[src/sso_pkg.sv]
// shared constants and types for the servo status output block
package sso_pkg;

	// ----------------------------------------
	// clock and widths
	// ----------------------------------------
	localparam int CLK_PERIOD_NS = 10;
	localparam int DEV_W         = 24;
	localparam int SPD_W         = 16;
	localparam int WIN_W         = 16;
	localparam int DIV_W         = 16;
	localparam int BRK_W         = 16;
	localparam int SETUP_W       = 16;
	localparam int CODE_W        = 3;
	localparam int MODE_W        = 3;
	localparam int GAP_W         = 10;
	localparam int ACC_W         = 13;
	localparam int CNT_W         = 24;

	// ----------------------------------------
	// field positions
	// ----------------------------------------
	localparam int SETUP1_CURRENT_LIMIT_REACHED_OUT_SEL_BIT = 4;

	// ----------------------------------------
	// command pulse timing
	// ----------------------------------------
	localparam int CMD_MAX_RATE_KPPS  = 200;
	localparam int CMD_MIN_PERIOD_NS  = 1000000 / CMD_MAX_RATE_KPPS;
	localparam int CMD_MIN_PERIOD_CYC = (CMD_MIN_PERIOD_NS + CLK_PERIOD_NS - 1) / CLK_PERIOD_NS;
	localparam logic [GAP_W-1:0] GAP_MIN = GAP_W'(CMD_MIN_PERIOD_CYC - 1);
	localparam logic [GAP_W-1:0] GAP_MAX = '1;

	// ----------------------------------------
	// start-up and brake timing
	// ----------------------------------------
	localparam int POWERUP_TIME_US = 100;
	localparam int POWERUP_CYC     = POWERUP_TIME_US * 1000 / CLK_PERIOD_NS;
	localparam int BRAKE_UNIT_US   = 1000;
	localparam int BRAKE_UNIT_CYC  = BRAKE_UNIT_US * 1000 / CLK_PERIOD_NS;

	// ----------------------------------------
	// encoder regeneration
	// ----------------------------------------
	localparam logic [ACC_W-1:0] ENC_LINES = 13'h0800;

	// ----------------------------------------
	// command pulse modes
	// ----------------------------------------
	localparam logic [MODE_W-1:0] MODE_FEED_DIR = 3'h0;
	localparam logic [MODE_W-1:0] MODE_CW_CCW   = 3'h1;
	localparam logic [MODE_W-1:0] MODE_QUAD_X1  = 3'h2;
	localparam logic [MODE_W-1:0] MODE_QUAD_X2  = 3'h3;
	localparam logic [MODE_W-1:0] MODE_QUAD_X4  = 3'h4;

	// ----------------------------------------
	// alarm codes and reset values
	// ----------------------------------------
	localparam logic [CODE_W-1:0] CODE_NONE     = 3'h0;
	localparam logic [CODE_W-1:0] CODE_CMD_FAST = 3'h6;

	// ----------------------------------------
	// state types
	// ----------------------------------------
	typedef enum logic [1:0] {
		ALM_POWERUP = 2'b00,
		ALM_READY   = 2'b01,
		ALM_FAULT   = 2'b10
	} sso_alm_state_t;

	typedef enum logic [1:0] {
		BRK_HOLD     = 2'b00,
		BRK_RUN      = 2'b01,
		BRK_STOPPING = 2'b10
	} sso_brk_state_t;

endpackage : sso_pkg

[src/sso_step_if.sv]
// step and direction carrier between the block's modules
`timescale 1ns/1ps
interface sso_step_if;
	logic step;
	logic fwd;
	modport src (output step, output fwd);
	modport snk (input step, input fwd);
endinterface : sso_step_if

[src/sso_status_outputs.sv]
// servo drive status and feedback output logic
`timescale 1ns/1ps
module sso_status_outputs #(
	parameter int POWERUP_CYC    = sso_pkg::POWERUP_CYC,
	parameter int BRAKE_UNIT_CYC = sso_pkg::BRAKE_UNIT_CYC
) (
	// clock and reset
	input  wire logic                              clk_sys,
	input  wire logic                              rst,
	// command pulses
	input  wire logic                              cmd_pin_a,
	input  wire logic                              cmd_pin_b,
	input  wire logic [sso_pkg::MODE_W-1:0]        cmd_mode,
	input  wire logic                              cmd_neg_logic,
	input  wire logic                              deviation_clear,
	// encoder and direction
	input  wire logic                              enc_a_in,
	input  wire logic                              enc_b_in,
	input  wire logic                              enc_z_in,
	input  wire logic                              dir_reverse_n,
	input  wire logic                              dir_reverse_cfg,
	// settings
	input  wire logic [sso_pkg::WIN_W-1:0]         in_position_window,
	input  wire logic [sso_pkg::SETUP_W-1:0]       setup_word_one,
	input  wire logic [sso_pkg::SPD_W-1:0]         rotation_detect_threshold,
	input  wire logic [sso_pkg::SPD_W-1:0]         fwd_external_current_limit,
	input  wire logic [sso_pkg::SPD_W-1:0]         rev_external_current_limit,
	input  wire logic [sso_pkg::SPD_W-1:0]         fwd_torque_limit,
	input  wire logic [sso_pkg::SPD_W-1:0]         rev_torque_limit,
	input  wire logic [sso_pkg::DIV_W-1:0]         encoder_divider_rate,
	input  wire logic [sso_pkg::BRK_W-1:0]         brake_timing_a,
	input  wire logic [sso_pkg::BRK_W-1:0]         brake_timing_b,
	input  wire logic [sso_pkg::BRK_W-1:0]         brake_timing_c,
	// drive measurements and control
	input  wire logic signed [sso_pkg::SPD_W-1:0]  motor_speed,
	input  wire logic signed [sso_pkg::SPD_W-1:0]  motor_torque,
	input  wire logic                              fwd_ext_limit_in,
	input  wire logic                              rev_ext_limit_in,
	input  wire logic                              fault_valid,
	input  wire logic [sso_pkg::CODE_W-1:0]        fault_code,
	input  wire logic                              alarm_reset,
	input  wire logic                              servo_on,
	// status outputs
	output logic                                   in_position_out,
	output logic                                   detect_out,
	output logic                                   alarm_out,
	output logic                                   alarm_code_bit0,
	output logic                                   alarm_code_bit1,
	output logic                                   alarm_code_bit2,
	output logic                                   brake_interlock_out,
	// regenerated encoder and motor command
	output logic                                   enc_a_out,
	output logic                                   enc_b_out,
	output logic                                   enc_z_out,
	output logic                                   motor_step_out,
	output logic                                   motor_fwd_out
);
	import sso_pkg::*;

	// ----------------------------------------
	// helpers
	// ----------------------------------------
	function automatic logic [SPD_W-1:0] mag(input logic signed [SPD_W-1:0] v);
		mag = v[SPD_W-1] ? SPD_W'(-v) : SPD_W'(v);
	endfunction : mag

	function automatic logic [SPD_W-1:0] lesser(input logic [SPD_W-1:0] x,
		input logic [SPD_W-1:0] y);
		lesser = (x < y) ? x : y;
	endfunction : lesser

	sso_step_if cmd_if ();
	sso_step_if fb_if ();

	logic                 reversed, cmd_fast;
	logic                 enc_a_r, enc_a_nxt, enc_b_r, enc_b_nxt;
	logic                 fb_step_r, fb_step_nxt, fb_fwd_r, fb_fwd_nxt;
	logic                 mstep_r, mstep_nxt, mfwd_r, mfwd_nxt;
	logic [DEV_W-1:0]     dev_r, dev_nxt, dev_mag;
	logic                 inpos_r, inpos_nxt, det_r, det_nxt;
	logic [SPD_W-1:0]     trq_lim;
	logic                 err_any;
	logic [CODE_W-1:0]    err_code;
	sso_alm_state_t       alm_r, alm_nxt;
	logic [CNT_W-1:0]     pwr_r, pwr_nxt;
	logic                 pwr_done_r, pwr_done_nxt;
	logic                 alm_out_r, alm_out_nxt;
	logic [CODE_W-1:0]    code_r, code_nxt;
	sso_brk_state_t       brk_r, brk_nxt;
	logic [CNT_W-1:0]     tick_r, tick_nxt;
	logic [BRK_W-1:0]     units_r, units_nxt;
	logic                 brk_out_r, brk_out_nxt;
	logic                 unit_tick, run_req, stopped;

	// ----------------------------------------
	// command pulses and direction
	// ----------------------------------------
	sso_cmd_pulse u_cmd (
		.clk_sys   (clk_sys),
		.rst       (rst),
		.pin_a     (cmd_pin_a),
		.pin_b     (cmd_pin_b),
		.mode      (cmd_mode),
		.neg_logic (cmd_neg_logic),
		.step_o    (cmd_if.src),
		.too_fast  (cmd_fast)
	);

	assign reversed = ~dir_reverse_n | dir_reverse_cfg;

	// ----------------------------------------
	// encoder feedback decode
	// ----------------------------------------
	always_comb begin
		enc_a_nxt   = enc_a_in;
		enc_b_nxt   = enc_b_in;
		fb_step_nxt = (enc_a_in ^ enc_a_r) | (enc_b_in ^ enc_b_r);
		fb_fwd_nxt  = (enc_a_in ^ enc_a_r) ? (enc_a_in ^ enc_b_in) : ~(enc_a_in ^ enc_b_in);
		// a positive command turns the motor the other way when reversed
		mstep_nxt   = cmd_if.step;
		mfwd_nxt    = cmd_if.step ? (cmd_if.fwd ^ reversed) : mfwd_r;
	end

	always_ff @(posedge clk_sys) begin
		if (rst) begin
			enc_a_r   <= 1'b0;
			enc_b_r   <= 1'b0;
			fb_step_r <= 1'b0;
			fb_fwd_r  <= 1'b1;
			mstep_r   <= 1'b0;
			mfwd_r    <= 1'b1;
		end else begin
			enc_a_r   <= enc_a_nxt;
			enc_b_r   <= enc_b_nxt;
			fb_step_r <= fb_step_nxt;
			fb_fwd_r  <= fb_fwd_nxt;
			mstep_r   <= mstep_nxt;
			mfwd_r    <= mfwd_nxt;
		end
	end

	assign fb_if.step = fb_step_r;
	assign fb_if.fwd  = fb_fwd_r;

	sso_enc_div u_div (
		.clk_sys (clk_sys),
		.rst     (rst),
		.fb      (fb_if.snk),
		.rate    (encoder_divider_rate),
		.swap    (reversed),
		.enc_z   (enc_z_in),
		.a_out   (enc_a_out),
		.b_out   (enc_b_out),
		.z_out   (enc_z_out)
	);

	// ----------------------------------------
	// deviation counter and detection outputs
	// ----------------------------------------
	always_comb begin
		dev_nxt = dev_r;
		if (mstep_r) begin
			dev_nxt = mfwd_r ? dev_nxt + DEV_W'(1) : dev_nxt - DEV_W'(1);
		end
		if (fb_step_r) begin
			dev_nxt = fb_fwd_r ? dev_nxt - DEV_W'(1) : dev_nxt + DEV_W'(1);
		end
		if (deviation_clear) begin
			dev_nxt = '0;
		end
		dev_mag   = dev_r[DEV_W-1] ? DEV_W'(-dev_r) : dev_r;
		inpos_nxt = dev_mag < DEV_W'(in_position_window);
		trq_lim   = motor_torque[SPD_W-1]
			? lesser(rev_external_current_limit, rev_torque_limit)
			: lesser(fwd_external_current_limit, fwd_torque_limit);
		if (setup_word_one[SETUP1_CURRENT_LIMIT_REACHED_OUT_SEL_BIT]) begin
			det_nxt = fwd_ext_limit_in && rev_ext_limit_in
				&& (mag(motor_torque) >= trq_lim);
		end else begin
			det_nxt = mag(motor_speed) >= rotation_detect_threshold;
		end
	end

	always_ff @(posedge clk_sys) begin
		if (rst) begin
			dev_r   <= '0;
			inpos_r <= 1'b0;
			det_r   <= 1'b0;
		end else begin
			dev_r   <= dev_nxt;
			inpos_r <= inpos_nxt;
			det_r   <= det_nxt;
		end
	end

	// ----------------------------------------
	// alarm sequencing
	// ----------------------------------------
	always_comb begin
		err_any      = fault_valid | cmd_fast;
		err_code     = fault_valid ? fault_code : CODE_CMD_FAST;
		alm_nxt      = alm_r;
		pwr_nxt      = pwr_r;
		pwr_done_nxt = pwr_done_r;
		code_nxt     = code_r;
		if (!pwr_done_r) begin
			pwr_nxt = pwr_r + CNT_W'(1);
			if (pwr_r == CNT_W'(POWERUP_CYC - 1)) begin
				pwr_done_nxt = 1'b1;
			end
		end
		case (alm_r)
			ALM_POWERUP: begin
				if (err_any) begin
					alm_nxt  = ALM_FAULT;
					code_nxt = err_code;
				end else if (pwr_done_nxt) begin
					alm_nxt = ALM_READY;
				end
			end
			ALM_READY: begin
				if (err_any) begin
					alm_nxt  = ALM_FAULT;
					code_nxt = err_code;
				end
			end
			ALM_FAULT: begin
				// the first cause stays latched until reset with the cause gone
				if (alarm_reset && !err_any) begin
					alm_nxt  = pwr_done_nxt ? ALM_READY : ALM_POWERUP;
					code_nxt = CODE_NONE;
				end
			end
			default: begin
				alm_nxt = ALM_POWERUP;
			end
		endcase
		alm_out_nxt = alm_nxt == ALM_READY;
	end

	always_ff @(posedge clk_sys) begin
		if (rst) begin
			alm_r      <= ALM_POWERUP;
			pwr_r      <= '0;
			pwr_done_r <= 1'b0;
			alm_out_r  <= 1'b0;
			code_r     <= CODE_NONE;
		end else begin
			alm_r      <= alm_nxt;
			pwr_r      <= pwr_nxt;
			pwr_done_r <= pwr_done_nxt;
			alm_out_r  <= alm_out_nxt;
			code_r     <= code_nxt;
		end
	end

	// ----------------------------------------
	// brake interlock
	// ----------------------------------------
	always_comb begin
		unit_tick = tick_r == CNT_W'(BRAKE_UNIT_CYC - 1);
		tick_nxt  = unit_tick ? '0 : tick_r + CNT_W'(1);
		run_req   = servo_on && alm_out_r;
		stopped   = mag(motor_speed) < brake_timing_b;
		brk_nxt   = brk_r;
		units_nxt = units_r;
		if (unit_tick && units_r != '1) begin
			units_nxt = units_r + BRK_W'(1);
		end
		case (brk_r)
			BRK_HOLD: begin
				if (run_req) begin
					brk_nxt = BRK_RUN;
				end
			end
			BRK_RUN: begin
				if (!run_req) begin
					brk_nxt   = BRK_STOPPING;
					units_nxt = '0;
				end
			end
			BRK_STOPPING: begin
				// a spinning motor is not held forever: timing c caps the wait
				if (run_req) begin
					brk_nxt = BRK_RUN;
				end else if ((stopped && units_r >= brake_timing_a)
					|| units_r >= brake_timing_c) begin
					brk_nxt = BRK_HOLD;
				end
			end
			default: begin
				brk_nxt = BRK_HOLD;
			end
		endcase
		brk_out_nxt = brk_nxt != BRK_HOLD;
	end

	always_ff @(posedge clk_sys) begin
		if (rst) begin
			brk_r     <= BRK_HOLD;
			tick_r    <= '0;
			units_r   <= '0;
			brk_out_r <= 1'b0;
		end else begin
			brk_r     <= brk_nxt;
			tick_r    <= tick_nxt;
			units_r   <= units_nxt;
			brk_out_r <= brk_out_nxt;
		end
	end

	// ----------------------------------------
	// outputs
	// ----------------------------------------
	assign in_position_out     = inpos_r;
	assign detect_out          = det_r;
	assign alarm_out           = alm_out_r;
	assign alarm_code_bit0     = code_r[0];
	assign alarm_code_bit1     = code_r[1];
	assign alarm_code_bit2     = code_r[2];
	assign brake_interlock_out = brk_out_r;
	assign motor_step_out      = mstep_r;
	assign motor_fwd_out       = mfwd_r;

endmodule : sso_status_outputs

[src/sso_cmd_pulse.sv]
// command pulse decoder with rate check
`timescale 1ns/1ps
module sso_cmd_pulse (
	// clock and reset
	input  wire logic                      clk_sys,
	input  wire logic                      rst,
	// pins and setup
	input  wire logic                      pin_a,
	input  wire logic                      pin_b,
	input  wire logic [sso_pkg::MODE_W-1:0] mode,
	input  wire logic                      neg_logic,
	// decoded steps
	sso_step_if.src                        step_o,
	output logic                           too_fast
);
	import sso_pkg::*;

	logic             a_r, a_nxt, b_r, b_nxt;
	logic             step_r, step_nxt, fwd_r, fwd_nxt;
	logic             fast_r, fast_nxt;
	logic [GAP_W-1:0] gap_r, gap_nxt;
	logic             rise_a, rise_b, edge_a, edge_b, primary;

	always_comb begin
		// same decode for both polarities, only the pins are inverted
		a_nxt    = pin_a ^ neg_logic;
		b_nxt    = pin_b ^ neg_logic;
		rise_a   = a_nxt & ~a_r;
		rise_b   = b_nxt & ~b_r;
		edge_a   = a_nxt ^ a_r;
		edge_b   = b_nxt ^ b_r;
		step_nxt = 1'b0;
		fwd_nxt  = fwd_r;
		primary  = 1'b0;
		case (mode)
			MODE_FEED_DIR: begin
				step_nxt = rise_a;
				fwd_nxt  = b_nxt;
				primary  = rise_a;
			end
			MODE_CW_CCW: begin
				step_nxt = rise_a | rise_b;
				fwd_nxt  = rise_b;
				primary  = rise_a | rise_b;
			end
			MODE_QUAD_X1: begin
				step_nxt = rise_a;
				fwd_nxt  = ~b_nxt;
				primary  = rise_a;
			end
			MODE_QUAD_X2: begin
				step_nxt = edge_a;
				fwd_nxt  = a_nxt ^ b_nxt;
				primary  = rise_a;
			end
			MODE_QUAD_X4: begin
				step_nxt = edge_a | edge_b;
				fwd_nxt  = edge_a ? (a_nxt ^ b_nxt) : ~(a_nxt ^ b_nxt);
				primary  = rise_a;
			end
			default: begin
				step_nxt = 1'b0;
			end
		endcase
		// pulses closer than the rate limit still count but raise an alarm
		fast_nxt = primary && (gap_r < GAP_MIN);
		if (primary) begin
			gap_nxt = '0;
		end else if (gap_r != GAP_MAX) begin
			gap_nxt = gap_r + GAP_W'(1);
		end else begin
			gap_nxt = gap_r;
		end
	end

	always_ff @(posedge clk_sys) begin
		if (rst) begin
			a_r    <= 1'b0;
			b_r    <= 1'b0;
			step_r <= 1'b0;
			fwd_r  <= 1'b1;
			fast_r <= 1'b0;
			gap_r  <= GAP_MAX;
		end else begin
			a_r    <= a_nxt;
			b_r    <= b_nxt;
			step_r <= step_nxt;
			fwd_r  <= fwd_nxt;
			fast_r <= fast_nxt;
			gap_r  <= gap_nxt;
		end
	end

	assign step_o.step = step_r;
	assign step_o.fwd  = fwd_r;
	assign too_fast    = fast_r;

endmodule : sso_cmd_pulse

[src/sso_enc_div.sv]
// divided quadrature regeneration of encoder feedback
`timescale 1ns/1ps
module sso_enc_div (
	// clock and reset
	input  wire logic                      clk_sys,
	input  wire logic                      rst,
	// feedback steps and setup
	sso_step_if.snk                        fb,
	input  wire logic [sso_pkg::DIV_W-1:0] rate,
	input  wire logic                      swap,
	input  wire logic                      enc_z,
	// regenerated phases
	output logic                           a_out,
	output logic                           b_out,
	output logic                           z_out
);
	import sso_pkg::*;

	logic [ACC_W-1:0] acc_r, acc_nxt, rate_eff, sum;
	logic [1:0]       cnt_r, cnt_nxt;
	logic             a_r, a_nxt, b_r, b_nxt, z_r, z_nxt;
	logic             pa, pb;

	always_comb begin
		// rates above the line count saturate: at most one edge out per edge in
		rate_eff = (rate > DIV_W'(ENC_LINES)) ? ENC_LINES : rate[ACC_W-1:0];
		sum      = acc_r + rate_eff;
		acc_nxt  = acc_r;
		cnt_nxt  = cnt_r;
		if (fb.step && fb.fwd) begin
			if (sum >= ENC_LINES) begin
				acc_nxt = sum - ENC_LINES;
				cnt_nxt = cnt_r + 2'h1;
			end else begin
				acc_nxt = sum;
			end
		end else if (fb.step) begin
			if (acc_r >= rate_eff) begin
				acc_nxt = acc_r - rate_eff;
			end else begin
				acc_nxt = acc_r + ENC_LINES - rate_eff;
				cnt_nxt = cnt_r - 2'h1;
			end
		end
		pa    = cnt_nxt[1] ^ cnt_nxt[0];
		pb    = cnt_nxt[1];
		a_nxt = swap ? pb : pa;
		b_nxt = swap ? pa : pb;
		z_nxt = enc_z;
	end

	always_ff @(posedge clk_sys) begin
		if (rst) begin
			acc_r <= '0;
			cnt_r <= 2'h0;
			a_r   <= 1'b0;
			b_r   <= 1'b0;
			z_r   <= 1'b0;
		end else begin
			acc_r <= acc_nxt;
			cnt_r <= cnt_nxt;
			a_r   <= a_nxt;
			b_r   <= b_nxt;
			z_r   <= z_nxt;
		end
	end

	assign a_out = a_r;
	assign b_out = b_r;
	assign z_out = z_r;

endmodule : sso_enc_div

[config.mk]
export PLATFORM = sky130hd
export DESIGN_NAME = sso_status_outputs
export DESIGN_NICKNAME = d
export VERILOG_FILES = /design/src/sso_pkg.sv /design/src/sso_step_if.sv /design/src/sso_status_outputs.sv /design/src/sso_cmd_pulse.sv /design/src/sso_enc_div.sv
export SDC_FILE = /design/constraint.sdc
export NUM_CORES = 1
export LEC_CHECK = 0
export ABC_CLOCK_PERIOD_IN_PS = 8600
export BUFFER_PORTS_ARGS = -buffer_cell sky130_fd_sc_hd__buf_2
export CAP_MARGIN = 40
export CORE_ASPECT_RATIO = 1.2
export CORE_MARGIN = 2
export CORE_UTILIZATION = 56
export DETAILED_ROUTE_END_ITERATION = 10
export PLACE_DENSITY_LB_ADDON = 0.08
export SLEW_MARGIN = 20
export SYNTH_ARGS = -nofsm -noshare
export SYNTH_HDL_FRONTEND = slang
export SYNTH_SLANG_ARGS = --single-unit
[constraint.sdc]
create_clock -name clk_sys -period 8.6 [get_ports clk_sys]
set_clock_uncertainty 0.2 [all_clocks]
set_input_delay 2.58 -clock clk_sys [delete_from_list [all_inputs] [get_ports clk_sys]]
set_output_delay 2.58 -clock clk_sys [all_outputs]
set_load 0.005 [all_outputs]
==> flow_summary.yaml <==
worst_setup_path:
  critPathCaptureType: "flop"
  worstPathArrival_ns: 7.32
  cp_max_fo: 10
  cp-start-kind: "input pin"
  r2r_cells: 22
  required_ns: 8.71
  worstSetupPathType: "in2reg"
power_and_ir_drop:
  power.share.combinational_pct: 39.0
  clkPwrFrac_pct: 31.4
  power.total_uw: 2426
  power_density_mw_per_mm2: 143.3
  p_sw_share_pct: 37.84
  cell_internal_pwr_uw: 1508
  peakVddDrop_v: 0.0001276
  power_frac_seq_pct: 29.7
  p_leak_uw: 0.008219
  switching_power_uw: 918.0
synth:
  synth_cell_type_count: 89
  synthSimpleGateAreaFrac_pct: 19.53
  synth_flop_cell: "dfxtp_1"
  synth.avg_cell_area_um2: 7.851
  ys_ff_latch: 139
  synth_seq_area_share_pct: 18.72
  synthTopCellsByArea: "dfxtp_1, ha_1, xnor2_1"
  yosys.cell_count.top_type: "ha_1"
  synth_nets: 2353
  synth_mux_area_share_pct: 5.329
  synthXorXnorAreaFrac_pct: 10.17
  synth_cells: 1893
  ys_warn_count: 0
  synth-compound-area-share_pct: 19.63
  syn_area_mm2: 0.01486
  synth.largest_area_cell: "dfxtp_1"
  synth_common_cells: "ha_1, nor2_1, inv_1"
  async_reset_ff_share_pct: 0
  synth_top_family_by_area: "adder cells"
  synth_top_area_share_pct: 18.72
  synth_edf_count: 0
  synthAdderAreaFrac_pct: 20.12
die:
  die_area_mm2: 0.02786
  core-area_mm2: 0.02619
  io_pins: 242
  row_count: 65
  start_util_pct: 56.75
  die_y_um: 182.5
  die_width_um: 152.7
routing:
  met1Wirelength_mm: 15.26
  antenna_left: 0
  firstDrtPassIters: 7
  route.vias.total: 13880
  drc: 0
  route.detailed.wl_per_inst_um: 15.24
  totalWireLength_mm: 37.41
  wl_met2_mm: 18.97
  wl_met3_mm: 1.913
  maxUsedRoutingLayer: "met4"
  viasPerCell: 5.654
  drtIter0Drc: 552
sta:
  rsz0062_at_grt: "no"
  fmax_mhz: 138.8
  timing.slew.headroom_pct: 36.96
  tns_ns: 0
  report.final.slew_viol_count: 0
  setup_viol: 0
  hold_violations: 0
  fin_crit_sh_pct: 83.80
  timing.final.crit_period_ns: 7.207
  tightest_slew_ns: 0.9217
clocking:
  hold_buffers: 0
  cts_resized: 0
  numCtsBuffers: 17
  ctsRootBufferMaster: "clkbuf_16"
  htree_levels: 4
  clk_pin_slew_worst_paths_ns: 0.07
  cts_tree: "done"
  insertion_delay_ns: 0.44
  cts_sinks: 139
  clock_tree.buffer_depth: 2
  post-cts-setup-buffer-count: 0
layout:
  area_growth_pct: 13.97
  drive_gt1_share_pct: 15.96
  nNetsFinal: 2565
global_routing:
  antenna_found_initial: 2
  grt_overflow: 0
  grt_pass1_vias: 13710
  grt_pass1_wl_mm: 62.69
  grt_usage_pct: 26.80
  grt_max_degree: 50
placement:
  io_buffers: 226
  gp_congestion: 0.9084
  post-dp-hpwl_mm: 30.03
outcome:
  status: "complete, no violations"
min_path:
  hold_depth: 2
  holdCritPathClass: "reg2reg"
run:
  max_cap_viol_count: 0
-- placed cells by master (no fill, tap or decap), types with 15 or more instances in the layout --
cell type / count
nand4_1: 19
nor4_1: 16
and3_1: 19
xor2_1: 54
or3_1: 16
mux2i_1: 42
mux2_2: 33
nor3_1: 30
nand2_1: 146
nand2b_1: 21
inv_1: 194
ha_1: 215
o211ai_1: 20
nand3_1: 53
xnor2_1: 116
dfxtp_1: 139
buf_2: 227
a21oi_1: 100
fa_1: 15
a21o_1: 61
o31ai_1: 23
nor2_1: 196
o21ai_0: 86
a211oi_1: 26
clkbuf_16: 17
nor2b_1: 28
-- path summary, 6_finish.rpt --
path	slack, ns	to	startpoint
max	1.39	u_div.b_out	encoder_divider_rate[0]
min	0.25	code_r[1]	code_r[1]
max reg2reg	2.55	dev_r[23]	motor_fwd_out
min reg2reg	0.25	code_r[1]	code_r[1]
-- flip-flops by register name (all words and copies together) (netlist names), 2 cells and up --
register     count
units_r         16
u_cmd.gap_r     10
dev_r           24
pwr_r           24
u_div.cnt_r      2
u_div.acc_r     13
code_r           3
brk_r            2
tick_r          24
alm_r            2
-- final cells by class --
type	instances	area, um^2
fill	2336	9250
sequential	139	2783
timing repair buffer	238	1241
tap	335	419.2
antenna	2	5.005
multi-input combinational	1512	11130
clock inverter	15	191.4
clock buffer	17	425.4
inverter	197	739.5
-- logic make-up (layout without fill, tap and decap cells) --
logic type               count (synthesis)  after routing
AO/OA/AOI/OAI                          433            433
XOR/XNOR                               171            171
adder cells (fa/ha/maj)                230            230
buffers and inverters                  242            467
flip-flops                             139            139
multiplexers                            75             75
other                                    1              3
AND/OR/NAND/NOR                        602            602
-- per-stage QoR --
| step | worst slack [ns] | hold WS (ns) | instances | utilization (%) | cell area [um^2] |
|---|---|---|---|---|---|
| after floorplan | 1.628 | 0.2299 | 1893 | - | 14860 |
| after global placement | 1.100 | 0.2387 | 2417 | 62.11 | 16270 |
| after detailed placement | 0.9801 | 0.2484 | 2420 | 62.25 | 16300 |
| after CTS | 1.411 | 0.2582 | 2452 | 64.60 | 16920 |
| after global routing | 1.102 | 0.2804 | 2455 | 64.68 | 16940 |
| final | 1.393 | 0.2525 | 2455 | 64.68 | 16940 |
-- routing by layer --
metal  vias up  track usage, %
met2       313           50.24
li1       7103               -
met3        68           5.581
met4         0           9.963
met5         -               0
met1      6397           29.63
-- critical path: stages --
cell       delay, ns
buf_2           0.10
nor4_1          0.44
nand3_1         0.12
a21oi_1         0.51
nand2_1         0.22
ha_1            0.49
nand2b_4        0.22
a221o_1         0.33
a21o_1          0.21
a2111o_1        0.50
a2111oi_4       0.38
nor3_4          0.12
ha_1            0.26
inv_1           0.15
a2bb2oi_1       0.13
a211oi_1        0.34
o21a_1          0.19
nor3_2          0.03
-- power groups by stage --
stage	logic, uW	clock network (uW)	registers, uW
6_report	945	761	720
5_1_grt	1070	800	726
4_1_cts	942	772	723
3_5_place_dp	934	0	738
3_3_place_gp	906	0	736
2_1_floorplan	706	0	726
Power figures use the tool's default switching activity.
